## src/core/plc_regs.vh

```
// Functional notes
// - user pattern is one 24-bit sequence, bit 23 first, bit 0 last.
// - each user pattern byte register resets to 0x55.
// - generation length field 00..11 gives 5..8 valid low code bits, default 00.
// - activate length field 00..11 gives 5..8 valid low bits, default 00.
// - deactivate length field 00..11 gives 5..8 valid low bits, reset 01.
// - in-band generation sends valid code bits, bit 0 last, repeated until stopped.
// - activate detection compares incoming bits, code bit 0 matched last.
// - deactivate detection compares incoming bits, code bit 0 matched last.
// - auto loop enters digital or remote loop after activate code persists 5.1 s.
// - auto loop leaves digital or remote loop after deactivate code persists 5.1 s.
// - loopback register bit 2 enables digital loopback, default off.
// - loopback register bit 1 enables remote loopback, default off.
// - loopback register bit 0 enables analog loopback, default off.
// - generator select 00 off, 01 pseudo-random, 10 user pattern, 11 in-band code.
// - detect direction 0 selects receive path (default), 1 transmit path.
`ifndef PLC_REGS_VH
`define PLC_REGS_VH

`define PLC_ADDR_W          8
`define PLC_OFF_GEN_CTRL    8'h10
`define PLC_OFF_DET_CTRL    8'h11
`define PLC_OFF_UPAT_LO     8'h12
`define PLC_OFF_UPAT_MID    8'h13
`define PLC_OFF_UPAT_HI     8'h14
`define PLC_OFF_CODE_LEN    8'h15
`define PLC_OFF_GEN_CODE    8'h16
`define PLC_OFF_ACT_CODE    8'h17
`define PLC_OFF_DEACT_CODE  8'h18
`define PLC_OFF_LOOP        8'h19
`define PLC_OFF_STATUS      8'h20

`define PLC_RST_UPAT        8'h55
`define PLC_RST_CODE_LEN    6'h01
`define PLC_RST_GEN_CODE    8'h01
`define PLC_RST_ACT_CODE    8'h01
`define PLC_RST_DEACT_CODE  8'h09
`define PLC_RST_LOOP        4'h0
`define PLC_RST_GEN_SEL     2'h0
`define PLC_RST_PRBS        15'h7fff

// field positions
`define PLC_GEN_SEL_HI      5
`define PLC_GEN_SEL_LO      4
`define PLC_GEN_DIR_BIT     3
`define PLC_DET_DIR_BIT     3
`define PLC_LEN_GEN_HI      5
`define PLC_LEN_GEN_LO      4
`define PLC_LEN_ACT_HI      3
`define PLC_LEN_ACT_LO      2
`define PLC_LEN_DEACT_HI    1
`define PLC_LEN_DEACT_LO    0
`define PLC_LOOP_AUTO_BIT   3
`define PLC_LOOP_DIG_BIT    2
`define PLC_LOOP_REM_BIT    1
`define PLC_LOOP_ANA_BIT    0

// generator select codes
`define PLC_SEL_OFF         2'h0
`define PLC_SEL_PRBS        2'h1
`define PLC_SEL_USER        2'h2
`define PLC_SEL_INBAND      2'h3

// code lengths
`define PLC_CODE_MIN_LEN    4'h5
`define PLC_CODE_MAX_IDX    2'h3
`define PLC_PAT_LEN         5'h18
`define PLC_PAT_TOP         5'h17

// persistence time and clock rate
`define PLC_PERSIST_MS      5100
`define PLC_CLK_KHZ         50000

`endif

```

## src/core/plc_core.v

```verilog
// Chosen here: the address-and-strobe port.
`timescale 1ns/100ps
`include "plc_regs.vh"
// per-channel test pattern and loopback control
module plc_core #(
    parameter integer PERSIST_CYCLES = `PLC_PERSIST_MS * `PLC_CLK_KHZ,
    parameter integer CNT_W          = 28
) (
    input  wire        clk_sys,
    input  wire        rst_n,
    input  wire [7:0]  reg_addr,
    input  wire [7:0]  reg_wdata,
    input  wire        reg_wr,
    input  wire        reg_rd,
    output reg  [7:0]  reg_rdata_r,
    input  wire        tx_bit,
    input  wire        tx_bit_valid,
    input  wire        rx_bit,
    input  wire        rx_bit_valid,
    input  wire        gen_tick,
    output reg         gen_bit_r,
    output reg         gen_valid_r,
    output reg         gen_to_rx_r,
    output reg         user_match_r,
    output reg         digital_loop_r,
    output reg         remote_loop_r,
    output reg         analog_loop_r
);
    localparam [3:0] ST_OFF    = 4'b0001;
    localparam [3:0] ST_PRBS   = 4'b0010;
    localparam [3:0] ST_USER   = 4'b0100;
    localparam [3:0] ST_INBAND = 4'b1000;

    reg  [7:0]  upat_lo_r;
    reg  [7:0]  upat_mid_r;
    reg  [7:0]  upat_hi_r;
    reg  [5:0]  code_len_r;
    reg  [7:0]  gen_code_r;
    reg  [7:0]  act_code_r;
    reg  [7:0]  deact_code_r;
    reg  [3:0]  loop_r;
    reg  [1:0]  gen_sel_r;
    reg         gen_dir_r;
    reg         det_dir_r;
    reg         auto_digital_r;
    reg         auto_remote_r;
    reg  [3:0]  state_r;
    reg  [3:0]  state_nxt;
    reg  [4:0]  idx_r;
    reg  [14:0] prbs_r;
    reg  [23:0] det_shift_r;
    reg  [4:0]  det_fill_r;
    reg  [7:0]  rdata_nxt;

    wire [23:0] user_pattern_bits;
    wire [1:0]  gen_code_length;
    wire [1:0]  activate_code_length;
    wire [1:0]  deactivate_code_length;
    wire        auto_loop_enable;
    wire        tx_act_match;
    wire        tx_act_persist;
    wire        tx_deact_match;
    wire        tx_deact_persist;
    wire        rx_act_match;
    wire        rx_act_persist;
    wire        rx_deact_match;
    wire        rx_deact_persist;
    wire        det_bit;
    wire        det_valid;
    wire [23:0] det_shift_nxt;
    wire [4:0]  gen_top;

    assign user_pattern_bits      = {upat_hi_r, upat_mid_r, upat_lo_r};
    assign gen_code_length        = code_len_r[`PLC_LEN_GEN_HI:`PLC_LEN_GEN_LO];
    assign activate_code_length   = code_len_r[`PLC_LEN_ACT_HI:`PLC_LEN_ACT_LO];
    assign deactivate_code_length = code_len_r[`PLC_LEN_DEACT_HI:`PLC_LEN_DEACT_LO];
    assign auto_loop_enable       = loop_r[`PLC_LOOP_AUTO_BIT];
    // last valid code bit index: length 5..8 gives index 4..7
    assign gen_top = {1'b0, `PLC_CODE_MIN_LEN - 4'h1} + {3'h0, gen_code_length};

    // register writes
    always @(posedge clk_sys or negedge rst_n)
    begin
        if (!rst_n)
        begin
            upat_lo_r    <= `PLC_RST_UPAT;
            upat_mid_r   <= `PLC_RST_UPAT;
            upat_hi_r    <= `PLC_RST_UPAT;
            code_len_r   <= `PLC_RST_CODE_LEN;
            gen_code_r   <= `PLC_RST_GEN_CODE;
            act_code_r   <= `PLC_RST_ACT_CODE;
            deact_code_r <= `PLC_RST_DEACT_CODE;
            loop_r       <= `PLC_RST_LOOP;
            gen_sel_r    <= `PLC_RST_GEN_SEL;
            gen_dir_r    <= 1'b0;
            det_dir_r    <= 1'b0;
        end
        else if (reg_wr)
        begin
            case (reg_addr)
                `PLC_OFF_GEN_CTRL:
                begin
                    gen_sel_r <= reg_wdata[`PLC_GEN_SEL_HI:`PLC_GEN_SEL_LO];
                    gen_dir_r <= reg_wdata[`PLC_GEN_DIR_BIT];
                end
                `PLC_OFF_DET_CTRL:   det_dir_r    <= reg_wdata[`PLC_DET_DIR_BIT];
                `PLC_OFF_UPAT_LO:    upat_lo_r    <= reg_wdata;
                `PLC_OFF_UPAT_MID:   upat_mid_r   <= reg_wdata;
                `PLC_OFF_UPAT_HI:    upat_hi_r    <= reg_wdata;
                `PLC_OFF_CODE_LEN:   code_len_r   <= reg_wdata[5:0];
                `PLC_OFF_GEN_CODE:   gen_code_r   <= reg_wdata;
                `PLC_OFF_ACT_CODE:   act_code_r   <= reg_wdata;
                `PLC_OFF_DEACT_CODE: deact_code_r <= reg_wdata;
                `PLC_OFF_LOOP:       loop_r       <= reg_wdata[3:0];
                default:             loop_r       <= loop_r;
            endcase
        end
    end

    // read mux, data valid in the cycle after the strobe only
    always @*
    begin
        rdata_nxt = 8'h00;
        case (reg_addr)
            `PLC_OFF_GEN_CTRL:   rdata_nxt = {2'h0, gen_sel_r, gen_dir_r, 3'h0};
            `PLC_OFF_DET_CTRL:   rdata_nxt = {4'h0, det_dir_r, 3'h0};
            `PLC_OFF_UPAT_LO:    rdata_nxt = upat_lo_r;
            `PLC_OFF_UPAT_MID:   rdata_nxt = upat_mid_r;
            `PLC_OFF_UPAT_HI:    rdata_nxt = upat_hi_r;
            `PLC_OFF_CODE_LEN:   rdata_nxt = {2'h0, code_len_r};
            `PLC_OFF_GEN_CODE:   rdata_nxt = gen_code_r;
            `PLC_OFF_ACT_CODE:   rdata_nxt = act_code_r;
            `PLC_OFF_DEACT_CODE: rdata_nxt = deact_code_r;
            `PLC_OFF_LOOP:       rdata_nxt = {4'h0, loop_r};
            `PLC_OFF_STATUS:     rdata_nxt = {user_match_r, auto_remote_r, auto_digital_r, rx_deact_match,
                                              rx_act_match, tx_deact_match, tx_act_match, gen_valid_r};
            default:             rdata_nxt = 8'h00;
        endcase
    end

    always @(posedge clk_sys or negedge rst_n)
    begin
        if (!rst_n)
            reg_rdata_r <= 8'h00;
        else if (reg_rd)
            reg_rdata_r <= rdata_nxt;
        else
            reg_rdata_r <= 8'h00;
    end

    // generator mode selection
    always @*
    begin
        case (gen_sel_r)
            `PLC_SEL_OFF:    state_nxt = ST_OFF;
            `PLC_SEL_PRBS:   state_nxt = ST_PRBS;
            `PLC_SEL_USER:   state_nxt = ST_USER;
            `PLC_SEL_INBAND: state_nxt = ST_INBAND;
            default:         state_nxt = ST_OFF;
        endcase
    end

    // pattern generator; a mode change restarts the user and in-band sequences from their first bit, prbs_r keeps its state
    always @(posedge clk_sys or negedge rst_n)
    begin
        if (!rst_n)
        begin
            state_r     <= ST_OFF;
            idx_r       <= `PLC_PAT_TOP;
            prbs_r      <= `PLC_RST_PRBS;
            gen_bit_r   <= 1'b0;
            gen_valid_r <= 1'b0;
            gen_to_rx_r <= 1'b0;
        end
        else
        begin
            state_r     <= state_nxt;
            gen_to_rx_r <= gen_dir_r;
            if (state_nxt != state_r)
            begin
                gen_valid_r <= 1'b0;
                idx_r       <= (state_nxt == ST_INBAND) ? gen_top : `PLC_PAT_TOP;
            end
            else if (gen_tick)
            begin
                case (state_r)
                    ST_OFF:
                    begin
                        gen_valid_r <= 1'b0;
                        gen_bit_r   <= 1'b0;
                    end
                    ST_PRBS:
                    begin
                        gen_valid_r <= 1'b1;
                        gen_bit_r   <= prbs_r[14];
                        prbs_r      <= {prbs_r[13:0], prbs_r[14] ^ prbs_r[13]};
                    end
                    ST_USER:
                    begin
                        gen_valid_r <= 1'b1;
                        gen_bit_r   <= user_pattern_bits[idx_r];
                        idx_r       <= (idx_r == 5'h00) ? `PLC_PAT_TOP : idx_r - 5'h01;
                    end
                    ST_INBAND:
                    begin
                        gen_valid_r <= 1'b1;
                        gen_bit_r   <= gen_code_r[idx_r[2:0]];
                        idx_r       <= (idx_r == 5'h00 || idx_r > gen_top) ? gen_top : idx_r - 5'h01;
                    end
                    default:
                    begin
                        gen_valid_r <= 1'b0;
                        gen_bit_r   <= 1'b0;
                    end
                endcase
            end
            else
                gen_valid_r <= 1'b0;
        end
    end

    // user pattern detector on the selected direction
    assign det_bit       = det_dir_r ? tx_bit : rx_bit;
    assign det_valid     = det_dir_r ? tx_bit_valid : rx_bit_valid;
    assign det_shift_nxt = {det_shift_r[22:0], det_bit};

    always @(posedge clk_sys or negedge rst_n)
    begin
        if (!rst_n)
        begin
            det_shift_r  <= 24'h000000;
            det_fill_r   <= 5'h00;
            user_match_r <= 1'b0;
        end
        else if (det_valid)
        begin
            det_shift_r <= det_shift_nxt;
            if (det_fill_r != `PLC_PAT_LEN)
                det_fill_r <= det_fill_r + 5'h01;
            // oldest bit sits at 23, matching the first pattern bit
            user_match_r <= (det_shift_nxt == user_pattern_bits) && (det_fill_r >= `PLC_PAT_TOP);
        end
    end

    // in-band code detectors: activate and deactivate on each path
    plc_code_det #(.PERSIST_CYCLES(PERSIST_CYCLES), .CNT_W(CNT_W)) u_tx_act (
        .clk_sys   (clk_sys),
        .rst_n     (rst_n),
        .bit_in    (tx_bit),
        .bit_valid (tx_bit_valid),
        .code      (act_code_r),
        .code_len  (activate_code_length),
        .match_r   (tx_act_match),
        .persist_r (tx_act_persist)
    );

    plc_code_det #(.PERSIST_CYCLES(PERSIST_CYCLES), .CNT_W(CNT_W)) u_tx_deact (
        .clk_sys   (clk_sys),
        .rst_n     (rst_n),
        .bit_in    (tx_bit),
        .bit_valid (tx_bit_valid),
        .code      (deact_code_r),
        .code_len  (deactivate_code_length),
        .match_r   (tx_deact_match),
        .persist_r (tx_deact_persist)
    );

    plc_code_det #(.PERSIST_CYCLES(PERSIST_CYCLES), .CNT_W(CNT_W)) u_rx_act (
        .clk_sys   (clk_sys),
        .rst_n     (rst_n),
        .bit_in    (rx_bit),
        .bit_valid (rx_bit_valid),
        .code      (act_code_r),
        .code_len  (activate_code_length),
        .match_r   (rx_act_match),
        .persist_r (rx_act_persist)
    );

    plc_code_det #(.PERSIST_CYCLES(PERSIST_CYCLES), .CNT_W(CNT_W)) u_rx_deact (
        .clk_sys   (clk_sys),
        .rst_n     (rst_n),
        .bit_in    (rx_bit),
        .bit_valid (rx_bit_valid),
        .code      (deact_code_r),
        .code_len  (deactivate_code_length),
        .match_r   (rx_deact_match),
        .persist_r (rx_deact_persist)
    );

    // automatic loopback; deactivate wins if both fire together
    always @(posedge clk_sys or negedge rst_n)
    begin
        if (!rst_n)
        begin
            auto_digital_r <= 1'b0;
            auto_remote_r  <= 1'b0;
        end
        else if (!auto_loop_enable)
        begin
            auto_digital_r <= 1'b0;
            auto_remote_r  <= 1'b0;
        end
        else
        begin
            if (tx_deact_persist)
                auto_digital_r <= 1'b0;
            else if (tx_act_persist)
                auto_digital_r <= 1'b1;
            if (rx_deact_persist)
                auto_remote_r <= 1'b0;
            else if (rx_act_persist)
                auto_remote_r <= 1'b1;
        end
    end

    // loopback outputs
    always @(posedge clk_sys or negedge rst_n)
    begin
        if (!rst_n)
        begin
            digital_loop_r <= 1'b0;
            remote_loop_r  <= 1'b0;
            analog_loop_r  <= 1'b0;
        end
        else
        begin
            digital_loop_r <= loop_r[`PLC_LOOP_DIG_BIT] | auto_digital_r;
            remote_loop_r  <= loop_r[`PLC_LOOP_REM_BIT] | auto_remote_r;
            analog_loop_r  <= loop_r[`PLC_LOOP_ANA_BIT];
        end
    end
endmodule

```

## src/core/plc_code_det.v

```verilog
`timescale 1ns/100ps
`include "plc_regs.vh"
// sliding in-band code matcher with persistence timer
module plc_code_det #(
    parameter integer PERSIST_CYCLES = `PLC_PERSIST_MS * `PLC_CLK_KHZ,
    parameter integer CNT_W          = 28
) (
    input  wire             clk_sys,
    input  wire             rst_n,
    input  wire             bit_in,
    input  wire             bit_valid,
    input  wire [7:0]       code,
    input  wire [1:0]       code_len,
    output reg              match_r,
    output reg              persist_r
);
    reg  [7:0]       shift_r;
    reg  [3:0]       fill_r;
    reg  [CNT_W-1:0] cnt_r;
    wire [7:0]       mask;
    wire [3:0]       need;
    wire [7:0]       shift_nxt;
    wire             hit;

    assign mask      = 8'hff >> (`PLC_CODE_MAX_IDX - code_len);
    assign need      = `PLC_CODE_MIN_LEN + {2'h0, code_len};
    assign shift_nxt = {shift_r[6:0], bit_in};
    assign hit       = (((shift_nxt ^ code) & mask) == 8'h00) && ((fill_r + 4'h1) >= need);

    always @(posedge clk_sys or negedge rst_n)
    begin
        if (!rst_n)
        begin
            shift_r   <= 8'h00;
            fill_r    <= 4'h0;
            match_r   <= 1'b0;
            cnt_r     <= {CNT_W{1'b0}};
            persist_r <= 1'b0;
        end
        else
        begin
            persist_r <= 1'b0;
            if (bit_valid)
            begin
                shift_r <= shift_nxt;
                if (fill_r != 4'h8)
                    fill_r <= fill_r + 4'h1;
                match_r <= hit;
            end
            if (!match_r)
                cnt_r <= {CNT_W{1'b0}};
            else if (cnt_r != {CNT_W{1'b1}})
            begin
                cnt_r <= cnt_r + {{(CNT_W-1){1'b0}}, 1'b1};
                if (cnt_r == PERSIST_CYCLES[CNT_W-1:0])
                    persist_r <= 1'b1;
            end
        end
    end
endmodule

```

## config.mk

```make
export PLATFORM = sky130hd
export DESIGN_NAME = plc_core
export DESIGN_NICKNAME = d
export VERILOG_FILES = /design/src/core/plc_core.v /design/src/core/plc_code_det.v
export VERILOG_INCLUDE_DIRS = /design/src /design/src/core
export SDC_FILE = /design/constraint.sdc
export NUM_CORES = 1
export LEC_CHECK = 0
export BUFFER_PORTS_ARGS = -buffer_cell sky130_fd_sc_hd__buf_2
export CORE_UTILIZATION = 50
export DETAILED_ROUTE_END_ITERATION = 16
export HOLD_SLACK_MARGIN = 0.05
export PLACE_DENSITY = 0.76
export SYNTH_ARGS = -nofsm -noshare
export SYNTH_HDL_FRONTEND = slang
export SYNTH_HIERARCHICAL = 1
export SYNTH_SLANG_ARGS = --single-unit
```

## constraint.sdc

```tcl
create_clock -name clk_sys -period 2.2 [get_ports clk_sys]
set_input_delay 0.44 -clock clk_sys [delete_from_list [all_inputs] [get_ports clk_sys]]
set_output_delay 0.44 -clock clk_sys [all_outputs]
set_load 0.1 [all_outputs]
```

## Word-level counts from Yosys, hierarchy flattened

Cells that the tools add are included.

- Bits in registers: 295
- Output and inout bits: 15
- Logic and storage cells: 200

- Add/sub/neg operators: 15
- Order comparisons: 8
- Equality and inequality tests: 39
- Shift-type cells: 2
- Muxes and demuxes: 45
- Bitwise gates (word level): 12
- Reductions and logical operators: 33

Operator list:

| cell | number |
|---|---|
| 28-bit 2-to-1 mux | 8 |
| 28-bit by 1-bit adder with 28-bit output, second input constant | 4 |
| 28-bit equality test, second input constant | 4 |
| 28-bit inequality test, second input constant | 4 |
| 8-bit one-hot mux with 11 select lines | 1 |
| 8-bit by 5-bit equality test with 1-bit output, second input constant | 10 |
| 2-bit AND reduction | 17 |
| 8-bit AND | 4 |
| 8-bit zero test | 4 |
| 8-bit XOR | 4 |
| 1-bit 2-to-1 mux | 25 |
| 5-bit 2-to-1 mux | 5 |
| 24-bit equality test | 1 |
| 4-bit by 1-bit adder with 4-bit output, second input constant | 4 |
| 4-bit greater-or-equal comparator | 4 |
| 4-bit inequality test, second input constant | 4 |
| 4-bit one-hot mux with 4 select lines | 1 |
| 8-bit by 2-bit right shift with 8-bit output, first input constant | 2 |
| 3-bit by 2-bit adder with 4-bit output, first input constant | 3 |
| 5-bit one-hot mux with 2 select lines | 1 |
| 4-bit equality test, second input constant | 2 |
| 8-bit by 6-bit equality test with 1-bit output, second input constant | 1 |
| 8-bit 2-to-1 mux | 1 |
| 2-bit inequality test, second input constant | 4 |
| 28 further kinds | 36 |

## Logic depth before layout (Yosys ltp)

- Depth in word-level cells: 7
- Mapped depth: 9

## Hierarchy

Netlist, hierarchy kept.

Modules (own cells, without submodules):

| module | times used | cells an instance | area each (µm²) | seq. area each (µm²) |
|---|---|---|---|---|
| plc_code_det at u_rx_act ... | 3 | 233 | 2351.0 | 1026.0 |
| plc_core | 1 | 569 | 6566.3 | 3324.4 |
| plc_code_det at u_tx_act | 1 | 252 | 2392.3 | 1026.0 |

## Worst setup path before layout

No wires, ideal clock.

- Kind: flip-flop to flip-flop
- From: reg idx_r[0]
- To: reg gen_bit_r
- Setup time: 0.122 ns
- Arrival time: 2.045 ns
- Path slack: 0.034 ns
- Stages on the path, launching flop included: 8
- Buffers on the path: 1
- Clock period less this slack: 2.166 ns
- Cell sequence: dfstp_2 > buf_4 > mux4_2 > mux2i_1 > a21oi_1 > and4b_1 > a221o_1 > a22o_1

- Word-level cells in the longest chain between the ends: 3

RTL lines:

| item | RTL line | text |
|---|---|---|
| from (decl) | plc_core.v:49 | `reg [4:0] idx_r;` |
| from (signal assigned) | plc_core.v:169 | `` idx_r <= `PLC_PAT_TOP; `` |
| from (signal assigned) | plc_core.v:182 | `` idx_r <= (state_nxt == ST_INBAND) ? gen_top : `PLC_PAT_TOP; `` |
| from (signal assigned) | plc_core.v:202 | `` idx_r <= (idx_r == 5'h00) ? `PLC_PAT_TOP : idx_r - 5'h01; `` |
| 1-bit binary-select mux with 5-bit select or 1-bit binary-select mux with 3-bit select (tied branches) | plc_core.v:201, plc_core.v:207 |  |
| 1-bit 2-to-1 mux (on tied branches) | plc_core.v:201, plc_core.v:207 |  |
| 1-bit one-hot mux with 3 select lines (*) | plc_core.v:186 | `case (state_r)` |
| to (signal assigned) | plc_core.v:195 | `gen_bit_r <= prbs_r[14];` |
| to (signal assigned) | plc_core.v:201 | `gen_bit_r <= user_pattern_bits[idx_r];` |
| to (signal assigned) | plc_core.v:207 | `gen_bit_r <= gen_code_r[idx_r[2:0]];` |
| to (decl) | plc_core.v:21 | `output reg gen_bit_r,` |

Mark *: on every way between the ends. The rest lies on a longest branch, timed or not. The select of a mux whose other input is x is not followed.
A chain may end at the register's enable or synchronous reset.

## Worst setup path after layout

Ends and elaborated chain as after synthesis.

==> tab_implementation.tex <==
\begin{tabular}{lr}
\hline
Metric & Value \\
\hline
\multicolumn{2}{l}{\textbf{Critical path}} \\
Category of the worst setup path capture point & register \\
Crit path required time & approximately 2.6 ns \\
Critical path arrival & 2.65 ns \\
Type of element launching the critical path & register \\
Reg-to-reg startpoint & idx\_r[0] \\
Source of the critical timing path & idx\_r[0] \\
Setup slack, reg-to-reg & -0.01 ns \\
CP cell instances & buf\_12 -> buf\_4 -> mux4\_2 -> mux2i\_1 -> o21ai\_0 -> a221o\_1 -> a22o\_1 \\
Worst Path Class, Setup & register to register \\
Last element of the critical path & gen\_bit\_r \\
Reg2Reg Capture Point & gen\_bit\_r \\
Stage delay of the slowest cell on the critical path & 0.55 ns \\
Cell depth of the worst setup path & 7 \\
Depth of the worst register-to-register path & 7 \\
CP delay by family, top & multiplexers \\
Library cell contributing the largest single delay on the critical path & sky130\_fd\_sc\_hd\_\_dfstp\_2 \\
Crit Path Max Fanout & 7 \\
Sum of buffers and inverters on the critical path & 2 \\
\multicolumn{2}{l}{\textbf{Timing}} \\
Post-route clock skew & 0.0114 ns \\
Min cycle time layout & $\sim$2.2 ns \\
Hold WS & around 0.24 ns \\
Final worst path period share & 1.01 \\
Transition time at the pin with the least slew margin & about 0.77 ns \\
Number of hold-slack violations in the final timing report & 0 \\
Endpoints failing setup & 1 \\
Worst Slack Setup Final & -0.0146 ns \\
Relative max-transition margin & 0.486 \\
Final-layout setup total negative slack & -0.0146 ns \\
Final Max Tran Viols & 0 \\
Setup repair after global routing missed its margin & yes \\
Highest attainable clock frequency & about 450 MHz \\
\multicolumn{2}{l}{\textbf{Flow run}} \\
Max\_cap viols & 0 \\
\multicolumn{2}{l}{\textbf{Finish}} \\
Area delta synth->final & 13.7\% \\
Net count of the finished layout & 1684 \\
Leading cell type in the layout, fill and taps excluded & sky130\_fd\_sc\_hd\_\_dfrtp\_1 \\
Final core occ & 0.577 \\
Commonest cells after routing, fill and taps aside & sky130\_fd\_sc\_hd\_\_dfrtp\_1, sky130\_fd\_sc\_hd\_\_nand2\_1, sky130\_fd\_sc\_hd\_\_mux2\_2, sky130\_fd\_sc\_hd\_\_xnor2\_1, sky130\_fd\_sc\_hd\_\_buf\_4 \\
Proportion of layout cells with a drive suffix above 1 & 0.234 \\
\multicolumn{2}{l}{\textbf{Floorplan}} \\
Die span in x & 181 um \\
Total Die Area & $\sim$0.033 mm2 \\
Number of placement rows & 65 \\
Core area & 0.0316 mm2 \\
Floorplan die height & between 150 and 200 um \\
Ports & 40 \\
Initial standard-cell utilization of the core & 0.507 \\
\multicolumn{2}{l}{\textbf{Pwr}} \\
Gate power share & 0.182 \\
Power density relative to cell area & 792 mW/mm2 \\
Share of total power in the clock network & 0.361 \\
Int Pwr & 10.3 mW \\
Net switching power & 4.11 mW \\
Share of total power in sequential cells & 0.457 \\
Fraction of power spent switching nets & 0.285 \\
Leakage dissipation & 7.77 nW \\
Sum of internal, switching and leakage power & 14.4 mW \\
Max VDD drop & roughly 630 uV \\
\multicolumn{2}{l}{\textbf{Synth}} \\
Post-synth EDFFs & 0 \\
Area contributors post-synth & sky130\_fd\_sc\_hd\_\_dfrtp\_1, sky130\_fd\_sc\_hd\_\_mux2\_2, sky130\_fd\_sc\_hd\_\_dfstp\_2 \\
Synthesis-stage register bit count & 295 \\
Synth async-reset ratio & 1.00 \\
Mean Syn Cell Area & about 11 um2 \\
Area leader, netlist & sky130\_fd\_sc\_hd\_\_dfrtp\_1 \\
Synth cell types & slightly above 80 \\
Post-synth top area share & 0.403 \\
Number of standard cells after synthesis & 1520 \\
Count of warnings emitted by yosys & 6 \\
Share of the yosys chip area belonging to registers & 0.464 \\
Synthesized net count & 1590 \\
Mapped cell area & between 0.015 and 0.02 mm2 \\
Primary FF master, synth & sky130\_fd\_sc\_hd\_\_dfrtp\_1 \\
\multicolumn{2}{l}{\textbf{Clock tree}} \\
Later-pin clock latency in the skew report & 0.55 ns \\
CTS root buffer & sky130\_fd\_sc\_hd\_\_clkbuf\_16 \\
TritonCTS clock tree & built \\
Clock buffer depth & 3 \\
Depth of the CTS H-tree & 1 \\
Number of clock sinks & 295 \\
Inserted Clock Buffers & 31 \\
Clock input transition at the sequential cells of the worst setup and hold paths & 0.06 ns \\
\multicolumn{2}{l}{\textbf{Routing}} \\
Via Count & between 10000 and 15000 \\
Violation count after the first detailed-route iteration & 949 \\
Mean routed wirelength per cell & 18.7 um \\
DRC violations left & 0 \\
First-pass iteration count of the detailed router & 5 \\
Remaining antenna violation count after routing & 0 \\
DRT Wirelength & about 38 mm \\
Via-to-Cell Ratio & 6.02 \\
\multicolumn{2}{l}{\textbf{Placed design}} \\
Post-Place Setup Slack & -0.116 ns \\
Port buffer count & 39 \\
Final weighted congestion of routability-driven global placement & 0.978 \\
Detailed placement HPWL & 27.0 mm \\
\multicolumn{2}{l}{\textbf{Outcome}} \\
Outcome & finished, violations left \\
Violations in the final reports & setup timing \\
\multicolumn{2}{l}{\textbf{Min path}} \\
Worst Min Path Start & gen\_tick \\
Class of the worst hold path & primary input to register \\
\multicolumn{2}{l}{\textbf{Global route}} \\
Maximum number of pins on one net before global-route repair & 54 \\
Wire length of the first global-routing pass & around 63 mm \\
Gr usage total & 0.236 \\
Total grt overflow & 0 \\
Number of antenna violations at the first check in global routing & 5 \\
Number of global-route vias before repair & 12103 \\
\hline
\end{tabular}
[worst min-delay path, cell delays in order]
cell and delay [ns]:
sky130_fd_sc_hd__buf_2 0.12, sky130_fd_sc_hd__nand2_1 0.08, sky130_fd_sc_hd__nor3_1 0.09
[power groups by stage]
stage | clock, mW | combinational (mW) | sequential, mW
floorplan | 0 | 1.85 | 6.49
global placement | 0 | 2.36 | 6.65
detailed placement | 0 | 2.51 | 6.69
CTS | 5.31 | 2.57 | 6.59
global route | 5.51 | 2.99 | 6.65
finish | 5.21 | 2.62 | 6.58
[metrics by stage]
stage | cell area (um2) | cells
2_1_floorplan | 16000 | 1520
3_5_place_dp | 17100 | 1979
3_3_place_gp | 17100 | 1979
6_report | 18200 | 2041
4_1_cts | 18200 | 2039
5_1_grt | 18200 | 2040
[sequential cells by signal (all words and copies together), names as in the netlist, 15 cells and up]
signal            cells
det_shift_r          23
prbs_r               15
u_tx_deact/cnt_r     28
u_tx_act/cnt_r       28
u_rx_act/cnt_r       28
u_rx_deact/cnt_r     28
[cell type report]
class                           count  area, um2
Fill cell                        2616      13400
Multi-Input combinational cell   1116       8100
Sequential cell                   295       7430
Timing Repair Buffer              120        953
Clock buffer                       43        891
Tap cell                          402        503
Inverter                           50        188
Clock inverter                     14        130
Antenna cell                        1       2.50
[routing by layer]
metal,track usage,vias up,share of wire
li1,-,5739,-
met1,0.333,6103,0.45
met2,0.384,357,0.47
met3,0.0345,86,0.056
met4,0.0556,8,0.024
met5,0,-,0.0010
[cells in the mapped netlist, drive strengths merged, types with 8 or more instances]
| master | n |
|---|---|
| nand4 | 50 |
| nor3b | 10 |
| mux2i | 20 |
| and2 | 11 |
| inv | 50 |
| nor2 | 69 |
| nand2 | 174 |
| or3 | 16 |
| a211oi | 12 |
| o21ai | 66 |
| ha | 45 |
| dfstp | 37 |
| a31oi | 35 |
| nand2b | 22 |
| a21oi | 64 |
| nor4 | 25 |
| xor2 | 29 |
| mux2 | 111 |
| clkbuf | 26 |
| nand3 | 71 |
| dfrtp | 258 |
| nor3 | 31 |
| o31ai | 13 |
| xnor2 | 86 |
| mux4 | 8 |
| buf | 33 |
| nor4b | 8 |
| o2111ai | 11 |
| or4 | 16 |
| and3 | 31 |
| and4 | 8 |
| o211ai | 10 |
[timing repair]
item	4_1_cts	5_1_grt
pin swaps	2	0
gates resized for setup	1	4
hold buffers	1	0
setup endpoints to repair	2	8
buffers inserted	2	1
hold endpoints to repair	37	0
[cells by family (layout without fill, tap and decap cells)]
logic type               after synthesis  count (layout)  synth area share
multiplexers                         139             139             0.106
AND/OR/NAND/NOR                      563             563             0.199
AO/OA/AOI/OAI                        254             254             0.102
XOR/XNOR                             115             115            0.0629
buffers and inverters                109             227            0.0313
flip-flops                           295             295             0.464
adder cells (fa/ha/maj)               45              45            0.0352
other                                  0               1                 0
[worst min path at each step]
stage	slack, ns	end	depth (start not counted)
3_3_place_gp	0.41	gen_sel_r[1]	1
4_1_cts	0.21	gen_valid_r	3
3_5_place_dp	0.41	gen_sel_r[1]	1
5_1_grt	0.24	u_rx_act/shift_r[0]	2
6_report	0.24	gen_valid_r	3
2_1_floorplan	0.14	act_code_r[1]	0
Power figures use the tool's default switching activity.
